`config.mk`:
```
export PLATFORM = sky130hd
export DESIGN_NAME = priv_ser_ctrl
export DESIGN_NICKNAME = d
export VERILOG_FILES = /design/src/rtl/priv_ser_pkg.sv /design/src/rtl/res_if.sv /design/src/rtl/priv_ser_ctrl.sv /design/src/rtl/ser_resource_file.sv
export SDC_FILE = /design/constraint.sdc
export NUM_CORES = 2
export LEC_CHECK = 0
export ABC_CLOCK_PERIOD_IN_PS = 6700
export BUFFER_PORTS_ARGS = -buffer_cell sky130_fd_sc_hd__buf_2
export CAP_MARGIN = 20
export CORE_ASPECT_RATIO = 1.1
export CORE_MARGIN = 1.5
export CORE_UTILIZATION = 25
export DETAILED_ROUTE_END_ITERATION = 7
export PLACE_DENSITY_LB_ADDON = 0.12
export SLEW_MARGIN = 30
export SYNTH_ARGS = -nofsm -noshare
export SYNTH_HDL_FRONTEND = slang
export SYNTH_SLANG_ARGS = --single-unit
export TNS_END_PERCENT = 20
```
`constraint.sdc`:
```
create_clock -name sys_clk_in -period 6.7 [get_ports sys_clk_in]
set_input_delay 0.335 -clock sys_clk_in [delete_from_list [all_inputs] [get_ports sys_clk_in]]
set_output_delay 0.335 -clock sys_clk_in [all_outputs]
set_load 0.01 [all_outputs]
```
`src/rtl/priv_ser_pkg.sv`:
```
// Constants, types and decode helpers for the privilege and serialization block.
package priv_ser_pkg;
    localparam int DW = 32;
    localparam int AXI_AW = 8;
    localparam int CPL_W = 2;
    localparam int NSYS = 8;
    localparam int NAPP = 4;
    localparam int IDX_W = 3;
    localparam int APP_IDX_W = 2;
    localparam int STRB_W = DW / 8;

    // Privilege levels: zero is the most privileged, three the least.
    localparam logic [CPL_W-1:0] CPL_MOST = 2'h0;
    localparam logic [CPL_W-1:0] CPL_LEAST = 2'h3;

    // Application resources whose side effects wait for explicit
    // serialization: 0 interval counter, 1 current_frame_marker, 2 user mask.
    localparam logic [NAPP-1:0] APP_NOSER_MASK = 4'h7;

    // Register byte offsets.
    localparam logic [AXI_AW-1:0] REG_HANDLER = 8'h00;
    localparam logic [AXI_AW-1:0] REG_SAVED_CPL = 8'h04;
    localparam logic [AXI_AW-1:0] REG_STATUS = 8'h08;
    localparam logic [AXI_AW-1:0] REG_FAULTS = 8'h0C;
    localparam logic [AXI_AW-1:0] REG_EFF_SEL = 8'h10;
    localparam logic [AXI_AW-1:0] REG_EFF_VAL = 8'h14;

    // Field positions in the status word.
    localparam int ST_SYS_LSB = 8;
    localparam int ST_APP_LSB = 16;

    localparam logic [DW-1:0] HANDLER_RESET = 32'h0000_0000;
    localparam logic [1:0] RESP_OKAY = 2'h0;
    localparam logic [1:0] RESP_SLVERR = 2'h2;

    // Operations presented on the issue port, one per cycle.
    typedef enum logic [3:0] {
        OP_NOP, OP_APP, OP_APP_WR, OP_APP_RD, OP_SYS, OP_SYS_WR,
        OP_SYS_RD, OP_RFI, OP_SRLZ_I, OP_SRLZ_D
    } op_e;

    // True for operations that need privilege level zero.
    function automatic logic is_system(input op_e op);
        return op == OP_SYS || op == OP_SYS_WR || op == OP_SYS_RD ||
               op == OP_RFI || op == OP_SRLZ_I || op == OP_SRLZ_D;
    endfunction

    // Merges write data into an old word under byte strobes.
    function automatic logic [DW-1:0] merge(input logic [DW-1:0] old,
        input logic [DW-1:0] nw, input logic [STRB_W-1:0] strb);
        logic [DW-1:0] r;
        r = old;
        for (int b = 0; b < STRB_W; b++) begin
            if (strb[b]) begin
                r[b*8 +: 8] = nw[b*8 +: 8];
            end
        end
        return r;
    endfunction
endpackage

```
`src/rtl/res_if.sv`:
```
// Interface between the control logic and the resource file.
`timescale 1ns/10ps
interface res_if;
    import priv_ser_pkg::*;
    logic wr_en;
    logic wr_sys;
    logic [IDX_W-1:0] wr_idx;
    logic [DW-1:0] wr_data;
    logic rd_sys;
    logic [IDX_W-1:0] rd_idx;
    logic [DW-1:0] rd_data;
    logic group_end;
    logic ser_all;
    logic [NSYS-1:0] sys_inflight;
    logic [NAPP-1:0] app_inflight;
    logic [IDX_W-1:0] eff_sel;
    logic [DW-1:0] eff_val;

    modport ctrl(output wr_en, wr_sys, wr_idx, wr_data, rd_sys, rd_idx,
        group_end, ser_all, eff_sel,
        input rd_data, sys_inflight, app_inflight, eff_val);
    modport file(input wr_en, wr_sys, wr_idx, wr_data, rd_sys, rd_idx,
        group_end, ser_all, eff_sel,
        output rd_data, sys_inflight, app_inflight, eff_val);
endinterface

```
`src/rtl/priv_ser_ctrl.sv`:
```
// Privilege check and serialization control with an AXI4-Lite slave.
// What this block does
// - Current level is two bits, zero most privileged, three least.
// - System operations away from level zero raise a privileged fault, unless an interrupt takes the same slot.
// - Application operations never raise a privilege fault.
// - Level changes only on interruption entry and on return.
// - Written values are read back by later instruction groups.
// - Application effects show at group end, listed exceptions excluded.
// - System effects wait, yet reads return the last written value.
// - Instruction serialization commits all effects before fetch restarts.
// - Return and instruction-serialize perform instruction serialization.
// - Every interruption serializes before the handler's first group.
// - Data serialization exposes prior changes, may share a group.
// - Data-serialize and every instruction serialization serialize data.
// - Reads before serialization may return any pending or old value.
// - Different reads of pending values may each see different ones.
// - Effects may appear any time before serialization completes.
//
// Our own choices: the AXI4-Lite interface to the registers and the address map.
`timescale 1ns/10ps
module priv_ser_ctrl
    import priv_ser_pkg::*;
(
    input wire logic sys_clk_in,
    input wire logic arst_n_in,
    input wire logic [AXI_AW-1:0] s_axi_awaddr_in,
    input wire logic s_axi_awvalid_in,
    output logic s_axi_awready_out,
    input wire logic [DW-1:0] s_axi_wdata_in,
    input wire logic [STRB_W-1:0] s_axi_wstrb_in,
    input wire logic s_axi_wvalid_in,
    output logic s_axi_wready_out,
    output logic [1:0] s_axi_bresp_out,
    output logic s_axi_bvalid_out,
    input wire logic s_axi_bready_in,
    input wire logic [AXI_AW-1:0] s_axi_araddr_in,
    input wire logic s_axi_arvalid_in,
    output logic s_axi_arready_out,
    output logic [DW-1:0] s_axi_rdata_out,
    output logic [1:0] s_axi_rresp_out,
    output logic s_axi_rvalid_out,
    input wire logic s_axi_rready_in,
    input wire logic insn_valid_in,
    input wire logic [3:0] insn_op_in,
    input wire logic [IDX_W-1:0] insn_idx_in,
    input wire logic [DW-1:0] insn_wdata_in,
    input wire logic group_end_in,
    input wire logic irq_in,
    output logic [CPL_W-1:0] cpl_out,
    output logic fault_out,
    output logic redirect_out,
    output logic [DW-1:0] redirect_addr_out,
    output logic fetch_restart_out,
    output logic dser_done_out,
    output logic rd_valid_out,
    output logic [DW-1:0] rd_data_out
);
    res_if rif();

    op_e op;
    logic priv_fault;
    logic take_irq;
    logic exec;
    logic rfi_ok;
    logic iser;
    logic dser;
    logic [CPL_W-1:0] cpl_q;
    logic [CPL_W-1:0] saved_cpl_q;
    logic [DW-1:0] handler_q;
    logic [DW-1:0] fault_cnt_q;
    logic [IDX_W-1:0] eff_sel_q;
    logic [AXI_AW-1:0] awaddr_q;
    logic [DW-1:0] wdata_q;
    logic [STRB_W-1:0] wstrb_q;
    logic wr_fire;
    logic [DW-1:0] status_w;
    logic [DW-1:0] rd_mux;
    logic rd_hit;
    logic [APP_IDX_W-1:0] app_idx;

    ser_resource_file u_file (
        .sys_clk_in(sys_clk_in),
        .arst_n_in(arst_n_in),
        .rif(rif)
    );

    // Issue decode: faults and interrupts turn the slot into an interruption.
    assign op = op_e'(insn_op_in);
    assign priv_fault = insn_valid_in && is_system(op) &&
                        cpl_q != CPL_MOST && !irq_in;
    assign take_irq = irq_in || priv_fault;
    assign exec = insn_valid_in && !take_irq;
    assign rfi_ok = exec && op == OP_RFI;
    assign iser = rfi_ok || (exec && op == OP_SRLZ_I) ||
                  take_irq;
    assign dser = iser || (exec && op == OP_SRLZ_D);
    assign app_idx = insn_idx_in[APP_IDX_W-1:0];

    // Resource file requests; a suppressed slot writes nothing.
    assign rif.wr_en = exec && (op == OP_APP_WR || op == OP_SYS_WR);
    assign rif.wr_sys = op == OP_SYS_WR;
    assign rif.wr_idx = insn_idx_in;
    assign rif.wr_data = insn_wdata_in;
    assign rif.rd_sys = op == OP_SYS_RD;
    assign rif.rd_idx = insn_idx_in;
    assign rif.group_end = insn_valid_in && group_end_in;
    assign rif.ser_all = dser;
    assign rif.eff_sel = eff_sel_q;

    // Current level: only interruption entry and return move it.
    always_ff @(posedge sys_clk_in or negedge arst_n_in) begin
        if (!arst_n_in) begin
            cpl_q <= CPL_MOST;
        end else if (take_irq) begin
            cpl_q <= CPL_MOST;
        end else if (rfi_ok) begin
            cpl_q <= saved_cpl_q;
        end
    end

    // Pipeline outputs, each registered one cycle after the slot.
    always_ff @(posedge sys_clk_in or negedge arst_n_in) begin
        if (!arst_n_in) begin
            fault_out <= 1'b0;
            redirect_out <= 1'b0;
            redirect_addr_out <= HANDLER_RESET;
            fetch_restart_out <= 1'b0;
            dser_done_out <= 1'b0;
            rd_valid_out <= 1'b0;
            rd_data_out <= '0;
            cpl_out <= CPL_MOST;
        end else begin
            fault_out <= priv_fault;
            redirect_out <= take_irq;
            redirect_addr_out <= handler_q;
            fetch_restart_out <= iser;
            dser_done_out <= dser;
            rd_valid_out <= exec && (op == OP_APP_RD || op == OP_SYS_RD);
            rd_data_out <= rif.rd_data;
            cpl_out <= take_irq ? CPL_MOST :
                       rfi_ok ? saved_cpl_q : cpl_q;
        end
    end

    // Fault counter shown to software.
    always_ff @(posedge sys_clk_in or negedge arst_n_in) begin
        if (!arst_n_in) begin
            fault_cnt_q <= '0;
        end else if (priv_fault) begin
            fault_cnt_q <= fault_cnt_q + DW'(1);
        end
    end

    // AXI write address and data channels, taken in either order.
    assign wr_fire = !s_axi_awready_out && !s_axi_wready_out &&
                     !s_axi_bvalid_out;
    always_ff @(posedge sys_clk_in or negedge arst_n_in) begin
        if (!arst_n_in) begin
            s_axi_awready_out <= 1'b1;
            awaddr_q <= '0;
        end else if (s_axi_awvalid_in && s_axi_awready_out) begin
            s_axi_awready_out <= 1'b0;
            awaddr_q <= s_axi_awaddr_in;
        end else if (wr_fire) begin
            s_axi_awready_out <= 1'b1;
        end
    end

    always_ff @(posedge sys_clk_in or negedge arst_n_in) begin
        if (!arst_n_in) begin
            s_axi_wready_out <= 1'b1;
            wdata_q <= '0;
            wstrb_q <= '0;
        end else if (s_axi_wvalid_in && s_axi_wready_out) begin
            s_axi_wready_out <= 1'b0;
            wdata_q <= s_axi_wdata_in;
            wstrb_q <= s_axi_wstrb_in;
        end else if (wr_fire) begin
            s_axi_wready_out <= 1'b1;
        end
    end

    // Write response, with an error for an unmapped or read-only offset.
    always_ff @(posedge sys_clk_in or negedge arst_n_in) begin
        if (!arst_n_in) begin
            s_axi_bvalid_out <= 1'b0;
            s_axi_bresp_out <= RESP_OKAY;
        end else if (wr_fire) begin
            s_axi_bvalid_out <= 1'b1;
            s_axi_bresp_out <= (awaddr_q == REG_HANDLER ||
                awaddr_q == REG_SAVED_CPL || awaddr_q == REG_EFF_SEL) ?
                RESP_OKAY : RESP_SLVERR;
        end else if (s_axi_bready_in) begin
            s_axi_bvalid_out <= 1'b0;
        end
    end

    // Software registers; an interruption saves the level it left.
    always_ff @(posedge sys_clk_in or negedge arst_n_in) begin
        if (!arst_n_in) begin
            handler_q <= HANDLER_RESET;
            saved_cpl_q <= CPL_MOST;
            eff_sel_q <= '0;
        end else begin
            if (wr_fire && awaddr_q == REG_HANDLER) begin
                handler_q <= merge(handler_q, wdata_q, wstrb_q);
            end
            if (take_irq) begin
                saved_cpl_q <= cpl_q;
            end else if (wr_fire && awaddr_q == REG_SAVED_CPL &&
                         wstrb_q[0]) begin
                saved_cpl_q <= wdata_q[CPL_W-1:0];
            end
            if (wr_fire && awaddr_q == REG_EFF_SEL && wstrb_q[0]) begin
                eff_sel_q <= wdata_q[IDX_W-1:0];
            end
        end
    end

    // Read data selection.
    assign status_w = DW'(cpl_q) |
                      (DW'(rif.sys_inflight) << ST_SYS_LSB) |
                      (DW'(rif.app_inflight) << ST_APP_LSB);
    always_comb begin
        rd_hit = 1'b1;
        unique case (s_axi_araddr_in)
            REG_HANDLER: rd_mux = handler_q;
            REG_SAVED_CPL: rd_mux = DW'(saved_cpl_q);
            REG_STATUS: rd_mux = status_w;
            REG_FAULTS: rd_mux = fault_cnt_q;
            REG_EFF_SEL: rd_mux = DW'(eff_sel_q);
            REG_EFF_VAL: rd_mux = rif.eff_val;
            default: begin
                rd_mux = '0;
                rd_hit = 1'b0;
            end
        endcase
    end

    // AXI read channel: answer one cycle after the address is taken.
    always_ff @(posedge sys_clk_in or negedge arst_n_in) begin
        if (!arst_n_in) begin
            s_axi_arready_out <= 1'b1;
            s_axi_rvalid_out <= 1'b0;
            s_axi_rdata_out <= '0;
            s_axi_rresp_out <= RESP_OKAY;
        end else if (s_axi_arvalid_in && s_axi_arready_out) begin
            s_axi_arready_out <= 1'b0;
            s_axi_rvalid_out <= 1'b1;
            s_axi_rdata_out <= rd_mux;
            s_axi_rresp_out <= rd_hit ? RESP_OKAY : RESP_SLVERR;
        end else if (s_axi_rvalid_out && s_axi_rready_in) begin
            s_axi_rvalid_out <= 1'b0;
            s_axi_arready_out <= 1'b1;
        end
    end
endmodule // priv_ser_ctrl

```
`src/rtl/ser_resource_file.sv`:
```
// Resource file holding written values and their visible side effects.
`timescale 1ns/10ps
module ser_resource_file
    import priv_ser_pkg::*;
(
    input wire logic sys_clk_in,
    input wire logic arst_n_in,
    res_if.file rif
);
    logic [DW-1:0] sys_data_q [NSYS];
    logic [DW-1:0] sys_eff_q [NSYS];
    logic [DW-1:0] app_data_q [NAPP];
    logic [DW-1:0] app_eff_q [NAPP];
    logic [APP_IDX_W-1:0] app_wr_idx;
    logic [APP_IDX_W-1:0] app_rd_idx;

    assign app_wr_idx = rif.wr_idx[APP_IDX_W-1:0];
    assign app_rd_idx = rif.rd_idx[APP_IDX_W-1:0];

    // System registers: the value is kept at once, the effect waits.
    for (genvar i = 0; i < NSYS; i++) begin : g_sys
        logic hit;
        logic [DW-1:0] nxt;
        assign hit = rif.wr_en && rif.wr_sys && rif.wr_idx == IDX_W'(i);
        assign nxt = hit ? rif.wr_data : sys_data_q[i];
        assign rif.sys_inflight[i] = sys_data_q[i] != sys_eff_q[i];
        always_ff @(posedge sys_clk_in or negedge arst_n_in) begin
            if (!arst_n_in) begin
                sys_data_q[i] <= '0;
                sys_eff_q[i] <= '0;
            end else begin
                sys_data_q[i] <= nxt;
                if (rif.ser_all) begin
                    sys_eff_q[i] <= nxt;
                end
            end
        end
    end

    // Application registers: effects follow at the end of the group, except those set in APP_NOSER_MASK.
    for (genvar j = 0; j < NAPP; j++) begin : g_app
        logic hit;
        logic [DW-1:0] nxt;
        assign hit = rif.wr_en && !rif.wr_sys &&
                     app_wr_idx == APP_IDX_W'(j);
        assign nxt = hit ? rif.wr_data : app_data_q[j];
        assign rif.app_inflight[j] = app_data_q[j] != app_eff_q[j];
        always_ff @(posedge sys_clk_in or negedge arst_n_in) begin
            if (!arst_n_in) begin
                app_data_q[j] <= '0;
                app_eff_q[j] <= '0;
            end else begin
                app_data_q[j] <= nxt;
                if (rif.ser_all ||
                    (rif.group_end && !APP_NOSER_MASK[j])) begin
                    app_eff_q[j] <= nxt;
                end
            end
        end
    end

    // Reads return the newest written value, one of the permitted ones.
    assign rif.rd_data = rif.rd_sys ? sys_data_q[rif.rd_idx] :
                         app_data_q[app_rd_idx];
    assign rif.eff_val = sys_eff_q[rif.eff_sel];
endmodule // ser_resource_file

```
After elaboration in Yosys (flattened, before gate mapping)
Cells that the tools add are included.

Word-level logic and storage cells: 206. Register bits after elaboration: 993. Output and inout bits: 112. Input port bits: 101.

Magnitude comparators: 3. Add/subtract/negate cells: 1. Reduce and logical (&&, ||, !) cells: 71. Equality and inequality tests: 37. Bitwise operators: 5. Multiplexer cells: 39.

Operator list (count): 32-bit 2-to-1 mux (19); 32-bit inequality test (12); 32-bit binary-select mux with 3-bit select (2); 32-bit case mux with 6 select lines (1); 32-bit binary-select mux with 2-bit select (1); 1-bit logical AND (35); 32-bit by 1-bit adder with 32-bit output (second input constant) (1); 8-bit by 5-bit == test with 1-bit output (second input constant) (3); 16-bit by 20-bit bitwise OR with 20-bit output (1); 4-bit by 3-bit == test with 1-bit output (second input constant) (4); 8-bit by 3-bit == test with 1-bit output (second input constant) (2); 8-bit by 4-bit == test with 1-bit output (second input constant) (2); 8-bit logical NOT (2); 2-bit by 16-bit bitwise OR with 16-bit output (1); 1-bit logical OR (14); 2-bit nonzero test (7); 3-bit == test (second input constant) (4); 2-bit 2-to-1 mux (6); 1-bit 2-to-1 mux (10); 4-bit by 2-bit == test with 1-bit output (second input constant) (2); 4-bit == test (second input constant) (2); 4-bit greater-or-equal comparator (second input constant) (2); 3-bit NOT with 4-bit output (2); 2-bit AND reduction (4); 10 further kinds (17).

Depth between registers and ports, before layout
Depth in word-level cells: 17. Depth in mapped cells: 8. Depth with buffers taken out: 6.

Modules after synthesis
A second synthesis with hierarchy kept.

Cell total of the unflattened synthesis: 3190. Area total of the unflattened synthesis: 46697.3 sq um.

By module, submodules not included: ser_resource_file (area each 37617.3 sq um, instances 1, sequential area each 19218.4 sq um, cells an instance 2525); priv_ser_ctrl (area each 9080.0 sq um, instances 1, sequential area each 5584.1 sq um, cells an instance 665).

Least setup slack after synthesis
OpenSTA, ideal clock, no wires.

Path kind: register to register. Start: register, netlist name cpl_out[0]. End: register u_file.sys_eff_q[225] (netlist name). Arrival time: 2.216 ns. Clock period less this slack: 2.341 ns. Cell stages (with the launch flop): 7. Setup slack: 4.359 ns. Setup time: 0.125 ns. Path buffers: 1. Data required time: 6.575 ns. Path through: dfrtp_1 nor4b_1 nand4b_1 nor3_1 buf_2 mux2_2 mux2_2.

RTL lines: end signal: indexed assignment (line ser_resource_file.sv:34) `sys_eff_q[i] <= nxt;`; end: declaration (line ser_resource_file.sv:11) `logic [DW-1:0] sys_eff_q [NSYS];`.

==> metrics.txt <==
maximum vdd drop 0.000209 V; ys async rst share 100%; R2R depth 6; max-slew violations 0; hold-critical path endpoint redirect_out; Mapped Cells 3,209; CP startpoint cpl_out[0]; P per Cell Area 298 nW/um2; Post-Syn Area 45,800 um2; max_slew headroom 26.9%; FMAX 0.286 GHz; grt ovf 0; I/O pin total 213; # H-tree levels 3; post-synth top area cell dfrtp_1; Post-synth EDFFs 0; Arr. time, crit path 4.12 ns; HP Class input port to flop; Synth Register Bits 991; Hold Path Origin irq_in; register area share after synthesis 54.1%; Most common cell on crit path mux2_2; Vias/cell 4.73; antenna violations before repair 27; r2r setup slk 3.20 ns; clock network power share 40.5%; Hold Violations, Final 0; clk buf depth 3; CP Max Fanout 21; Initial Util 25.2%; status finished with violations; slowest cell delay on critical path 0.68 ns; min Tclk post-route 3.50 ns; Worst R2R End u_file.sys_eff_q[191]; switching power of the nets 0.00480 W; Comb power frac 15.7%; Setup crit start kind flop; switch share 29.6%; Setup Viol. Count Final 0; Total Wirelength 179 mm; Sum Neg Setup Slack 0 ns; period utilization 52.2%; Worst Skew 0.0492 ns; DR vias 28,200; Worst path slowest cell nor2b_4; critical path required time 7.32 ns; maxcap violations 0; Die W 411 um; most frequent cell after synthesis dfrtp_1; first-pass GRT wire length 250 mm; Initial DRT Pass Iterations 8; vias in the first global route 29,800; die height 452 um; clock latency on the worst-skew pair 0.78 ns; number of CTS-inserted buffers 119; post-DR wirelength/cell 30.0 um; GRT Total Usage 19.2%; Crit Path Class flop to flop; Flop pwr share 43.9%; Post-DP Area 49,800 um2; core area 182,000 um2; CTS clk-pin slew, worst paths 0.06 ns; failing checks design-rule violations; Tot Pwr 0.0162 W; Worst Tran Pin Value 1.07 ns; Post-DP HPWL 127 mm; largest net degree at the start of global routing 157; Area contributors post-synth dfrtp_1, mux2_2, mux4_2; gpl congestion 0.801; Internal 0.0114 W; crit path cell chain nor4b_1 > nand4b_1 > nor2b_4 > buf_4 > mux2_2 > mux2_2; number of post-CTS setup repair buffers 0; num rows 164; DRC 58; Top delay family on crit path simple AND/OR/NAND/NOR gates; synth warn 0; root buffer cell clkbuf_16; Static Leakage 27.3 nW; share of layout cells above drive strength 1 41.0%; nets@finish 3,557; port bufs 210; Finished Cell Area 54,300 um2; DRT antenna net count 0; Buf/Inv on CP 1; ys flop type dfrtp_1; Yosys top cell area share 53.9%; syn_area_per_cell 14.3 um2; top post-synthesis cells by count dfrtp_1, mux2_2, xor2_1; count of cell types in the netlist 55; RSZ-0062 raised after global routing no; critical path capture point type flop; DRT iter0 DRCs 1,921; Num Clock Sinks 991; FILL cells 18,500; area grow syn2layout 18.5%; Total Die Area 186,000 um2; CTS tree yes; Hold Crit Depth 2; worst reg2reg path startpoint cpl_out[0]
==> sequential cells by signal, indices dropped and copies added, names as in the netlist, 2 cells and up <==
signal,flops
u_file.sys_data_q,256
u_file.sys_eff_q,256
u_file.app_data_q,128
u_file.app_eff_q,128
fault_cnt_q,32
handler_q,32
rd_data_out,32
redirect_addr_out,32
s_axi_rdata_out,32
wdata_q,32
awaddr_q,8
wstrb_q,4
eff_sel_q,3
cpl_out,2
saved_cpl_q,2
==> per-layer routing <==
| metal | GRT usage (%) | up-vias | routed length (um) | part of all wire, % |
|---|---|---|---|---|
| met3 | 2.75 | 170 | 7430 | 4.1 |
| li1 | - | 12200 | - | - |
| met1 | 25.3 | 15200 | 78700 | 44 |
| met2 | 33.0 | 630 | 89500 | 50 |
| met4 | 4.37 | 2 | 3590 | 2.0 |
| met5 | 0 | - | 7 | 0.0039 |
==> how the worst max path moves through the flow <==
stage | endpoint | slack [ns] | depth (start not counted)
6_report | u_file.sys_eff_q[191] | 3.20 | 6
5_1_grt | u_file.sys_eff_q[191] | 3.04 | 6
4_1_cts | u_file.sys_eff_q[191] | 3.18 | 6
3_5_place_dp | u_file.sys_eff_q[191] | 3.23 | 7
3_3_place_gp | u_file.sys_eff_q[191] | 3.22 | 6
2_1_floorplan | u_file.sys_eff_q[225] | 4.36 | 6
==> through the flow <==
| stage | utilization, % | std cells | hold slack [ns] | setup slack, ns |
|---|---|---|---|---|
| 2_1_floorplan | - | 3210 | 0.0394 | 4.36 |
| 3_3_place_gp | 27.4 | 5685 | 0.363 | 3.22 |
| 3_5_place_dp | 27.4 | 5685 | 0.361 | 3.23 |
| 4_1_cts | 29.9 | 5963 | 0.0185 | 3.18 |
| 5_1_grt | 29.9 | 5964 | 0.0648 | 3.04 |
| 6_report | 29.9 | 5967 | 0.0712 | 3.20 |
==> logic make-up (layout without fill, tap and decap cells) <==
| logic type | after synthesis | after routing | share of synthesized area (%) |
|---|---|---|---|
| muxes | 1048 | 1048 | 29.6 |
| buffers and inverters | 202 | 549 | 1.82 |
| xor gates and xnor gates | 416 | 416 | 7.95 |
| other | 1 | 5 | 0.00818 |
| DFF | 991 | 991 | 54.1 |
| AOI/OAI and AO/OA | 141 | 141 | 1.98 |
| and+or+nand+nor | 409 | 409 | 4.56 |
| adders and majority gates | 1 | 1 | 0.0273 |
==> cells in the final DEF, fill, tap and decap left out, drive strengths merged, types with 42 or more instances in the layout <==
cell type,count
nor4,101
mux4,160
nand2,140
mux2,846
clkbuf,183
xor2,394
nor2,69
dfrtp,988
mux2i,42
buf,261
dlygate4sd3,55
a21oi,61
==> worst register-to-register path, cell delays in order (launching register included) <==
cell and delay (ns):
dfrtp_1 0.48, nor4b_1 0.39, nand4b_1 0.58, nor2b_4 0.68
buf_4 0.51, mux2_2 0.44, mux2_2 0.26
==> final cells by class <==
class	instances	area (um2)	share of cell area (%)
flip-flops and latches	991	24800	45.7
multi-input cells	2017	20300	37.4
clock buffers	183	3550	6.53
well taps	2407	3010	5.54
repair buffers	316	2180	4.01
clock inverters	40	419	0.772
inverters	10	37.5	0.0691
diodes	3	7.51	0.0138
==> power by group through the flow <==
stage	logic, W	registers (W)	clock network (W)
6_report	0.00254	0.00711	0.00655
5_1_grt	0.00271	0.00719	0.00698
4_1_cts	0.00260	0.00711	0.00677
3_5_place_dp	0.00256	0.00722	0
3_3_place_gp	0.00256	0.00722	0
2_1_floorplan	0.00133	0.00708	0
==> repair_timing <==
| action | in CTS | in global routing |
|---|---|---|
| endpoints found under the hold margin | 114 | 0 |
| hold buffers | 55 | 0 |
| gates resized for setup | 0 | 0 |
Power figures use the tool's default switching activity.
